===== src/hw/uatx_pkg.sv =====
// Shared constants and types of the asynchronous serial transmitter
`default_nettype none
package uatx_pkg;
	// ******************************
	// Widths and depths
	// ******************************
	localparam int          DATA_W      = 8;
	localparam int          WORD_W      = 10;
	localparam int          FIFO_DEPTH  = 32;
	localparam int          BAUD_W      = 16;
	localparam int          CNT_W       = 4;
	localparam int          FLAG_DELAY  = 2;
	// ******************************
	// Queued word layout
	// ******************************
	localparam int          WORD_BRK    = 9;
	localparam int          WORD_NINTH  = 8;
	// ******************************
	// Frame lengths and levels
	// ******************************
	localparam logic [3:0]  BITS_EIGHT  = 4'h8;
	localparam logic [3:0]  BITS_NINE   = 4'h9;
	localparam logic [3:0]  BITS_BREAK  = 4'hC;
	localparam logic        LINE_MARK   = 1'b1;
	localparam logic        LINE_SPACE  = 1'b0;
	localparam logic [15:0] BAUD_RST    = 16'h0000;
	// ******************************
	// Types
	// ******************************
	typedef enum logic [1:0] {
		ST_IDLE,
		ST_START,
		ST_DATA,
		ST_STOP
	} uatx_state_t;
endpackage
`default_nettype wire


===== src/hw/uatx_tx.sv =====
// Asynchronous serial transmitter with break generation
`default_nettype none
// ******************************
// Transmitter
// ******************************
module uatx_tx (
	input  wire logic        i_clk,
	input  wire logic        i_rst,
	input  wire logic        i_transmit_enable,
	input  wire logic        i_sync_mode,
	input  wire logic        i_serial_port_enable,
	input  wire logic        i_output_polarity_invert,
	input  wire logic        i_tx_interrupt_enable,
	input  wire logic        i_send_break_set,
	input  wire logic        i_nine_bit_mode,
	input  wire logic        i_ninth_bit,
	input  wire logic        i_baud_16bit,
	input  wire logic [15:0] i_baud_divisor,
	input  wire logic        i_wr_valid,
	input  wire logic [7:0]  i_wr_data,
	output logic             o_wr_ready,
	output logic             o_tx_buffer_empty_flag,
	output logic             o_tx_irq,
	output logic             o_shift_register_empty_status,
	output logic             o_send_break_request,
	output logic             o_tx_out,
	output logic             o_tx_oe
);
	localparam int W = uatx_pkg::WORD_W;

	uatx_pkg::uatx_state_t       state_q;
	logic [uatx_pkg::BAUD_W-1:0] cnt_q;
	logic [uatx_pkg::BAUD_W-1:0] period;
	logic                        baud_tick;
	logic                        active;
	logic [11:0]                 shreg_q;
	logic [3:0]                  bit_cnt_q;
	logic [3:0]                  nbits_q;
	logic                        brk_q;
	logic                        line_q;
	logic                        oe_q;
	logic                        send_break_q;
	logic                        armed_q;
	logic                        break_done;
	logic [uatx_pkg::FLAG_DELAY-1:0] flag_pipe_q;
	logic                        flag_raw;
	logic                        irq_q;
	logic                        in_ready;
	logic                        push;
	logic [W-1:0]                push_word;
	logic                        q_valid;
	logic [W-1:0]                q_word;
	logic                        load;
	logic                        can_load;

	// ******************************
	// Enable and holding buffer
	// ******************************
	assign active     = i_transmit_enable && !i_sync_mode && i_serial_port_enable;
	assign o_wr_ready = in_ready && active;
	assign push       = i_wr_valid && o_wr_ready;

	// Break word carries no data, so written bits are dropped here
	always_comb begin
		push_word = {1'b0, i_nine_bit_mode & i_ninth_bit, i_wr_data};
		if (send_break_q && !armed_q) begin
			push_word = '0;
			push_word[uatx_pkg::WORD_BRK] = 1'b1;
		end
	end

	// Disabling flushes the queue, so re-enabling starts with an empty buffer
	uatx_fifo #(
		.WIDTH (W),
		.DEPTH (uatx_pkg::FIFO_DEPTH)
	) u_fifo (
		.i_clk       (i_clk),
		.i_rst       (i_rst),
		.i_flush     (!active),
		.i_in_valid  (push),
		.o_in_ready  (in_ready),
		.i_in_data   (push_word),
		.o_out_valid (q_valid),
		.i_out_ready (load),
		.o_out_data  (q_word)
	);

	// ******************************
	// Baud timing
	// ******************************
	assign period    = i_baud_16bit ? i_baud_divisor : {8'h00, i_baud_divisor[7:0]};
	assign baud_tick = (state_q != uatx_pkg::ST_IDLE) && (cnt_q == period);

	always_ff @(posedge i_clk or posedge i_rst) begin
		if (i_rst) begin
			cnt_q <= uatx_pkg::BAUD_RST;
		end else if (load || baud_tick || state_q == uatx_pkg::ST_IDLE) begin
			cnt_q <= uatx_pkg::BAUD_RST;
		end else begin
			cnt_q <= cnt_q + 16'h0001;
		end
	end

	// ******************************
	// Shifter sequence
	// ******************************
	assign can_load = (state_q == uatx_pkg::ST_IDLE)
		|| (state_q == uatx_pkg::ST_STOP && baud_tick);
	assign load     = active && q_valid && can_load;

	always_ff @(posedge i_clk or posedge i_rst) begin
		if (i_rst) begin
			state_q <= uatx_pkg::ST_IDLE;
		end else if (!active) begin
			state_q <= uatx_pkg::ST_IDLE;
		end else if (load) begin
			state_q <= uatx_pkg::ST_START;
		end else if (baud_tick) begin
			unique case (state_q)
				uatx_pkg::ST_START: begin
					state_q <= uatx_pkg::ST_DATA;
				end
				uatx_pkg::ST_DATA: begin
					if (bit_cnt_q == nbits_q - 4'h1) begin
						state_q <= uatx_pkg::ST_STOP;
					end
				end
				uatx_pkg::ST_STOP: begin
					state_q <= uatx_pkg::ST_IDLE;
				end
				uatx_pkg::ST_IDLE: begin
					state_q <= uatx_pkg::ST_IDLE;
				end
			endcase
		end
	end

	// Shift register has no software path; only the queue loads it
	always_ff @(posedge i_clk or posedge i_rst) begin
		if (i_rst) begin
			shreg_q   <= 12'h000;
			bit_cnt_q <= 4'h0;
			nbits_q   <= uatx_pkg::BITS_EIGHT;
			brk_q     <= 1'b0;
		end else if (load) begin
			shreg_q   <= {3'h0, q_word[uatx_pkg::WORD_NINTH:0]};
			bit_cnt_q <= 4'h0;
			brk_q     <= q_word[uatx_pkg::WORD_BRK];
			if (q_word[uatx_pkg::WORD_BRK]) begin
				shreg_q <= 12'h000;
				nbits_q <= uatx_pkg::BITS_BREAK;
			end else if (i_nine_bit_mode) begin
				nbits_q <= uatx_pkg::BITS_NINE;
			end else begin
				nbits_q <= uatx_pkg::BITS_EIGHT;
			end
		end else if (baud_tick && state_q == uatx_pkg::ST_DATA) begin
			shreg_q   <= {1'b0, shreg_q[11:1]};
			bit_cnt_q <= bit_cnt_q + 4'h1;
		end
	end

	// ******************************
	// Line driver
	// ******************************
	// Line is registered so the pin never glitches between bits
	always_ff @(posedge i_clk or posedge i_rst) begin
		if (i_rst) begin
			line_q <= uatx_pkg::LINE_MARK;
		end else if (load) begin
			line_q <= uatx_pkg::LINE_SPACE;
		end else if (baud_tick && state_q == uatx_pkg::ST_START) begin
			line_q <= shreg_q[0];
		end else if (baud_tick && state_q == uatx_pkg::ST_DATA) begin
			if (bit_cnt_q == nbits_q - 4'h1) begin
				line_q <= uatx_pkg::LINE_MARK;
			end else begin
				line_q <= shreg_q[1];
			end
		end else if (!active || state_q == uatx_pkg::ST_IDLE) begin
			line_q <= uatx_pkg::LINE_MARK;
		end
	end

	always_ff @(posedge i_clk or posedge i_rst) begin
		if (i_rst) begin
			oe_q <= 1'b0;
		end else begin
			oe_q <= i_serial_port_enable;
		end
	end

	assign o_tx_out = line_q ^ (i_output_polarity_invert && !i_sync_mode);
	assign o_tx_oe  = oe_q;
	assign o_shift_register_empty_status = state_q == uatx_pkg::ST_IDLE;

	// ******************************
	// Break request
	// ******************************
	assign break_done = baud_tick && state_q == uatx_pkg::ST_STOP && brk_q;

	// A fresh request in the clearing cycle wins
	always_ff @(posedge i_clk or posedge i_rst) begin
		if (i_rst) begin
			send_break_q <= 1'b0;
			armed_q      <= 1'b0;
		end else begin
			if (i_send_break_set) begin
				send_break_q <= 1'b1;
			end else if (break_done || !i_transmit_enable) begin
				send_break_q <= 1'b0;
			end
			if (i_send_break_set && !send_break_q) begin
				armed_q <= 1'b0;
			end else if (push && send_break_q && !armed_q) begin
				armed_q <= 1'b1;
			end else if (break_done) begin
				armed_q <= 1'b0;
			end
		end
	end

	assign o_send_break_request = send_break_q;

	// ******************************
	// Buffer-empty flag and request
	// ******************************
	// Queued means waiting behind a busy shifter; an idle shifter takes it in the same cycle
	assign flag_raw = active && (!q_valid || state_q == uatx_pkg::ST_IDLE);

	// Two-stage delay; no software path reaches it
	always_ff @(posedge i_clk or posedge i_rst) begin
		if (i_rst) begin
			flag_pipe_q <= '0;
		end else begin
			flag_pipe_q <= {flag_pipe_q[uatx_pkg::FLAG_DELAY-2:0], flag_raw};
		end
	end

	assign o_tx_buffer_empty_flag = flag_pipe_q[uatx_pkg::FLAG_DELAY-1];

	always_ff @(posedge i_clk or posedge i_rst) begin
		if (i_rst) begin
			irq_q <= 1'b0;
		end else begin
			irq_q <= flag_pipe_q[uatx_pkg::FLAG_DELAY-2] && i_tx_interrupt_enable;
		end
	end

	assign o_tx_irq = irq_q;
endmodule
`default_nettype wire


===== src/hw/uatx_fifo.sv =====
// Parameterised FIFO with valid/ready on both sides and a flush
`default_nettype none
module uatx_fifo #(
	parameter int WIDTH = 10,
	parameter int DEPTH = 32
) (
	input  wire logic             i_clk,
	input  wire logic             i_rst,
	input  wire logic             i_flush,
	input  wire logic             i_in_valid,
	output logic                  o_in_ready,
	input  wire logic [WIDTH-1:0] i_in_data,
	output logic                  o_out_valid,
	input  wire logic             i_out_ready,
	output logic      [WIDTH-1:0] o_out_data
);
	localparam int AW = $clog2(DEPTH);

	logic [WIDTH-1:0] mem_q [DEPTH];
	logic [AW:0]      wr_q;
	logic [AW:0]      rd_q;
	logic             push;
	logic             pop;

	assign o_in_ready  = (wr_q - rd_q) != (AW+1)'(DEPTH);
	assign o_out_valid = wr_q != rd_q;
	assign o_out_data  = mem_q[rd_q[AW-1:0]];
	assign push        = i_in_valid && o_in_ready && !i_flush;
	assign pop         = o_out_valid && i_out_ready && !i_flush;

	// ******************************
	// Storage has no reset; pointers guard it
	// ******************************
	always_ff @(posedge i_clk) begin
		if (push) begin
			mem_q[wr_q[AW-1:0]] <= i_in_data;
		end
	end

	always_ff @(posedge i_clk or posedge i_rst) begin
		if (i_rst) begin
			wr_q <= '0;
			rd_q <= '0;
		end else if (i_flush) begin
			wr_q <= '0;
			rd_q <= '0;
		end else begin
			if (push) begin
				wr_q <= wr_q + (AW+1)'(1);
			end
			if (pop) begin
				rd_q <= rd_q + (AW+1)'(1);
			end
		end
	end
endmodule
`default_nettype wire


===== config.mk =====
export PLATFORM = sky130hd
export DESIGN_NAME = uatx_tx
export DESIGN_NICKNAME = d
export VERILOG_FILES = /design/src/hw/uatx_pkg.sv /design/src/hw/uatx_tx.sv /design/src/hw/uatx_fifo.sv
export SDC_FILE = /design/constraint.sdc
export NUM_CORES = 1
export LEC_CHECK = 0
export CAP_MARGIN = 30
export CORE_MARGIN = 2
export CORE_UTILIZATION = 23
export CTS_CLUSTER_SIZE = 25
export DETAILED_ROUTE_END_ITERATION = 16
export DONT_BUFFER_PORTS = 1
export SLEW_MARGIN = 30
export SYNTH_ARGS = -nofsm -noshare
export SYNTH_HDL_FRONTEND = slang
export SYNTH_SLANG_ARGS = --single-unit
export TNS_END_PERCENT = 1

===== constraint.sdc =====
create_clock -name i_clk -period 9.1 [get_ports i_clk]
set_input_delay 0.455 -clock i_clk [delete_from_list [all_inputs] [get_ports i_clk]]
set_output_delay 0.455 -clock i_clk [all_outputs]
set_load 0.1 [all_outputs]

==> out/metrics.cfg, run 1 <==
[outcome]
run_status=finished, final reports clean

[cells_and_area]
syn_to_final_growth_pct=14.9
fillers=6688
layout.nets=985
layout-drive-gt1-share_pct=21.3

[clock_tree]
clock_path_buffers=3
cts_tree=built
clkSinkCount=372
h-tree-depth=2
cts_buffers=39
clkSlewWorstSetupHoldPaths_ps=60
clk_latency_ps=520
root_buffer=clkbuf_16

[power]
power.switching_uw=711
power_frac_comb_pct=2.6
swShare_pct=20.2
powerDensity_mw_per_mm2=195
vdd_ir_drop_max_v=0.000104
clkPwrFrac_pct=44.0
pwr-share-seq_pct=53.4
total_power_uw=3520
p_int_uw=2810
leakagePower_uw=0.00575

[detailed_routing]
drcViolationCount=0
viasPerCell=4.48
drtIter0Drc=839
routed.top_layer=met4
first_pass_iters=8
wl_met3_mm=2.11
ant_nets=0
dr_total_vias=8229
wl_met2_mm=16.6
routed_wl_mm=34.6
wl_met1_mm=15.2
routedWlPerCell_microns=18.8

[sta]
slew_viol_final=0
post-route-period-util_pct=48.0
max_freq_mhz=229
min_period_ps=4370
hold_viol_final=0
relSlewSlack_pct=38.1
clock_skew_ps=13.6
rsz0062_at_grt=no
setup_violations=0
tightest_slew_ps=927
finalSetupTns_ps=0

[die]
boundaryPins=43
die_area_sq_mm=0.0705
start_util_pct=23.3
core-area_sq_mm=0.0674
die_x_microns=266
fp.dieH_microns=266
fp-row-count=95

[global_route]
grt_start_max_net_pins=50
antenna_found_initial=1
grt_pass1_vias=8372
grt_pass1_wl_mm=52.6
grt_overflow=0
grt.total_usage_pct=9.68

[synth]
yosys-top-cells-area=edfxtp_1 (61%), mux4_2 (12%), dfrtp_1 (8.1%)
syn-num-nets=972
syn_area_per_cell_sq_um=17.1
ys_seq_area_share_pct=69.4
synthFlopType=edfxtp_1
syn_area_sq_mm=0.0157
netlist_instances=918
synth_largest_area_cell=edfxtp_1
synth_top_area_share_pct=61.1
ys_ff_latch=372
ys_types=66
synthArstFlopShare_pct=14.0
yosys_warnings=0
synth_edf_count=320

[critical_path]
critPathMaxStageDelay_ps=800
path_buf_inv=1
end_kind=flop
critPathSlowestCell=nor2_1
path_cells=inv_1 > ha_1 > or3_1 > a31oi_1 > o31a_1 > nand2_1 > nor2_1
worstPathArrival_ps=4520
crit_family=simple AND/OR/NAND/NOR gates
path_max_fanout=30
critPathKind=flop to flop
start_kind=flop
cp.required_ps=9250

[place]
port-buffer-count=0
place_congestion=0.846
dp_hpwl_mm=21.6

[run]
maxCapViolations=0

[min_path]
min_path_type=input pin to flop

-- through the flow --
| step | worst slack, ps | area, sq um | std cells | hold slack, ps | utilization [%] |
|---|---|---|---|---|---|
| 2_1_floorplan | 5010 | 15700 | 918 | 347 | - |
| 3_3_place_gp | 4410 | 16700 | 1760 | 203 | 24.8 |
| 3_5_place_dp | 4250 | 16700 | 1760 | 202 | 24.8 |
| 4_1_cts | 4200 | 18000 | 1833 | 18.4 | 26.8 |
| 5_1_grt | 4400 | 18100 | 1834 | 31.8 | 26.8 |
| 6_report | 4730 | 18100 | 1835 | 36.3 | 26.8 |
-- cells in the mapped netlist (all sizes together), types with 2 or more instances --
cell type	n
mux4	81
mux2i	36
dfrtp	51
o22a	2
nand2	78
mux2	9
a31o	2
o211ai	10
edfxtp	320
nor3	15
and4	3
nand4b	2
xor2	16
a211oi	3
nand3b	3
o31ai	2
nor2	52
o2111ai	2
ha	18
and3b	2
inv	19
o21a	3
o311ai	10
a31oi	4
o21ai	11
clkbuf	27
and3	7
nor2b	3
and2	13
xnor2	13
buf	19
nand2b	4
nand3	16
nand4	7
nor4	4
or3	4
a21oi	31
-- cells by family (layout without fill, tap and decap cells) --
family / after synthesis / count (layout) / share of synthesized area [%]
fa+ha+maj: 18 / 18 / 1.43
flops: 372 / 372 / 69.4
compound gates: 92 / 92 / 4.28
other cells: 0 / 2 / 0
xor+xnor: 29 / 29 / 1.61
buf+inv: 65 / 107 / 2.18
mux: 126 / 126 / 14.5
simple gates: 216 / 216 / 6.59
-- cell type report --
| type | instances | area, sq um | area share [%] |
|---|---|---|---|
| Timing Repair Buffer | 18 | 143 | 0.789 |
| Clock inverter | 17 | 138 | 0.762 |
| Clock buffer | 53 | 1120 | 6.21 |
| Tap cell | 873 | 1090 | 6.05 |
| Multi-Input combinational cell | 481 | 4580 | 25.3 |
| Inverter | 19 | 71.3 | 0.395 |
| Sequential cell | 372 | 10900 | 60.5 |
| Antenna cell | 2 | 5.00 | 0.0277 |
-- routing by layer --
| metal | vias to the layer above | track usage, % |
|---|---|---|
| met5 | - | 0 |
| met4 | 0 | 2.73 |
| met2 | 284 | 15.8 |
| met3 | 41 | 1.71 |
| met1 | 4273 | 13.2 |
| li1 | 3631 | - |
-- path summary, 6_finish.rpt --
path	from	cells past startpoint	slack, ps	end
worst min-delay path	i_send_break_set	1	40	o_send_break_request
worst min register to register	flag_pipe_q[0]	0	400	flag_pipe_q[1]
worst max register to register	u_fifo.rd_q[4]	7	4730	u_fifo.mem_q[30][4]
min in group asynchronous	i_rst	2	240	o_tx_oe
worst max-delay path	u_fifo.rd_q[4]	7	4730	u_fifo.mem_q[30][4]
max in group asynchronous	i_rst	3	7990	u_fifo.rd_q[2]
-- sequential cells by signal, indices dropped and copies added, names as in the netlist --
register and count:
line_q 1, o_tx_irq 1, nbits_q 2, o_send_break_request 1, u_fifo.wr_q 6, flag_pipe_q 2, state_q 2, o_tx_oe 1
cnt_q 16, armed_q 1, bit_cnt_q 4, u_fifo.mem_q 320, u_fifo.rd_q 6, shreg_q 9
-- power groups by stage --
| stage | clock network [uW] | logic, uW | registers, uW |
|---|---|---|---|
| after global placement | 0 | 89.0 | 1920 |
| after CTS | 1580 | 92.6 | 1880 |
| final | 1550 | 90.7 | 1880 |
| after detailed placement | 0 | 91.1 | 1920 |
| after global routing | 1650 | 101 | 1880 |
| after floorplan | 0 | 59.0 | 1910 |
-- cell usage in the layout (no fill, tap or decap), types with 16 or more instances in the layout --
cell       synthesis  final
clkbuf_16          0     41
nor2_1            52     48
mux4_2            81     81
xor2_1            16     16
a21oi_1           30     30
ha_1              18     18
dfrtp_1           51     47
edfxtp_1         320    320
nand2_1           78     78
mux2i_1           36     36
nand3_1           16     16
inv_1             19     17
-- what timing repair did --
action	4_1_cts	5_1_grt
hold endpoints to repair	5	0
hold buffers	3	0
setup buffers	0	0
setup endpoints to repair	0	0
resized for setup	0	0
Power figures use the tool's default switching activity.
==> run 2: changes to the inputs <==
- clock period: 9.1 -> 4.3 ns (I/O delays scaled with it)
==> out/metrics.cfg, run 2 (synthesis gave the netlist of run 1 again) <==
[outcome]
run_status=finished, final reports clean  ; unchanged

[detailed_routing]
routed_wl_mm=35.0  ; was 34.6 mm
drtIter0Drc=799  ; was 839
dr_total_vias=8267  ; was 8229
drcViolationCount=0  ; unchanged
ant_nets=0  ; unchanged
first_pass_iters=5  ; was 8
viasPerCell=4.42  ; was 4.48
routedWlPerCell_microns=18.7  ; was 18.8 microns

[sta]
finalSetupTns_ps=0  ; unchanged
post-route-period-util_pct=78.9  ; was 48.0%
worst_slack_ps=909  ; was 4730 ps
setup_violations=0  ; unchanged
relSlewSlack_pct=36.7  ; was 38.1%
max_freq_mhz=295  ; was 229 MHz
min_period_ps=3390  ; was 4370 ps
clock_skew_ps=23.0  ; was 13.6 ps
tightest_slew_ps=946  ; was 927 ps
rsz0062_at_grt=no  ; unchanged
slew_viol_final=0  ; unchanged
hold_viol_final=0  ; unchanged

[global_route]
grt.total_usage_pct=9.80  ; was 9.68%
grt_pass1_wl_mm=53.1  ; was 52.6 mm
antenna_found_initial=0  ; was 1
grt_start_max_net_pins=59  ; was 50
grt_pass1_vias=8493  ; was 8372
grt_overflow=0  ; unchanged

[power]
clkPwrFrac_pct=44.9  ; was 44.0%
pwr-share-seq_pct=52.3  ; was 53.4%
powerDensity_mw_per_mm2=414  ; was 195 mW/mm^2
p_int_uw=6040  ; was 2810 uW
total_power_uw=7600  ; was 3520 uW
leakagePower_uw=0.00595  ; was 0.00575 uW
power_frac_comb_pct=2.7  ; was 2.6%
vdd_ir_drop_max_v=0.000291  ; was 0.000104 V
swShare_pct=20.6  ; was 20.2%
power.switching_uw=1560  ; was 711 uW

[run]
maxCapViolations=0  ; unchanged

[critical_path]
r2r-start=u_fifo.rd_q[2]  ; was u_fifo.rd_q[4]
end_kind=flop  ; unchanged
start_kind=flop  ; unchanged
critPathKind=flop to flop  ; unchanged
worstPathArrival_ps=3540  ; was 4520 ps
crit_start=u_fifo.rd_q[2]  ; was u_fifo.rd_q[4]
cp.required_ps=4450  ; was 9250 ps
path_max_fanout=15  ; was 30
reg2reg_depth=8  ; was 7

[clock_tree]
clkSinkCount=372  ; unchanged
h-tree-depth=2  ; unchanged
cts_tree=built  ; unchanged
root_buffer=clkbuf_16  ; unchanged
ctsResizeCount=0  ; unchanged
clock_path_buffers=3  ; unchanged
clkSlewWorstSetupHoldPaths_ps=60  ; about the same
cts_buffers=39  ; unchanged
clk_latency_ps=540  ; was 520 ps

[cells_and_area]
final_common_cell=edfxtp_1  ; unchanged
largest_reg_flops=320  ; unchanged
design_area_sq_mm=0.0184  ; was 0.0181 sq mm
layout-drive-gt1-share_pct=23.2  ; was 21.3%
layout.nets=1021  ; was 985
final_cell_mix=edfxtp_1 (320), mux4_2 (81), nand2_1 (78)  ; unchanged
syn_to_final_growth_pct=16.8  ; was 14.9%

[min_path]
min_path_type=input pin to flop  ; unchanged
hold_path_depth=3  ; was 1
worstHoldStart=i_baud_16bit  ; was i_send_break_set

[die]
core-area_sq_mm=0.0674  ; unchanged
start_util_pct=23.3  ; unchanged
fp.dieH_microns=266  ; unchanged
die_x_microns=266  ; unchanged
die_area_sq_mm=0.0705  ; unchanged
fp-row-count=95  ; unchanged
boundaryPins=43  ; unchanged

[place]
dp_slack_ps=927  ; was 4250 ps
placed_area_sq_mm=0.0170  ; was 0.0167 sq mm
dp_hpwl_mm=21.6  ; about the same
place_congestion=0.804  ; was 0.846
port-buffer-count=0  ; unchanged

==> run 2: routing by layer <==
metal	GRT usage, %	vias to the layer above	part of all wire [%]
met5	0	-	0
met4	3.08	0	2.9
met3	1.55	47	5.6
met2	15.5	244	47
met1	13.8	4274	45
li1	-	3702	-
==> run 2: worst max-delay path, cell delays in order (launching register included) <==
cell       delay [ps]
dfrtp_4           500
inv_1             220
ha_1              320
o21a_1            120
o2111ai_1         380
o31a_1            170
buf_4             180
nand2_1           280
nor2_1            820
==> run 2: timing repair <==
action / CTS / global route
endpoints found under the setup margin: 0 / 0
hold buffers: 6 / 0
endpoints found under the hold margin: 18 / 0
buffers inserted: 0 / 0
==> run 2: final timing paths <==
path / slack, ps / end
worst max-delay path: 910 / u_fifo.mem_q[20][9]
worst min-delay path: 40 / state_q[0]
worst max register to register: 910 / u_fifo.mem_q[20][9]
worst min register to register: 410 / flag_pipe_q[1]
max in group asynchronous: 3340 / u_fifo.rd_q[2]
min in group asynchronous: 90 / o_tx_irq
==> run 2: per-stage QoR <==
| stage | hold slack [ps] | cells | utilization (%) |
|---|---|---|---|
| 2_1_floorplan | 246 | 918 | - |
| 3_3_place_gp | 67.5 | 1792 | 25.2 |
| 3_5_place_dp | 71.2 | 1792 | 25.2 |
| 4_1_cts | 31.4 | 1868 | 27.2 |
| 5_1_grt | 65.8 | 1869 | 27.3 |
| 6_report | 42.9 | 1870 | 27.3 |
==> run 2: cell type report <==
cell class | count | area, sq um
Clock buffer | 47 | 1030
Clock inverter | 23 | 292
Antenna cell | 1 | 2.50
Fill cell | 6683 | 49000
Multi-Input combinational cell | 481 | 4540
Tap cell | 873 | 1090
Timing Repair Buffer | 54 | 428
Sequential cell | 372 | 10900
Inverter | 19 | 71.3
==> run 2: power groups by stage <==
stage | logic [uW] | registers (uW) | clock network, uW
finish | 206 | 3980 | 3410
floorplan | 125 | 4050 | 0
detailed placement | 201 | 4050 | 0
global placement | 195 | 4050 | 0
global route | 227 | 3980 | 3620
CTS | 207 | 3980 | 3480
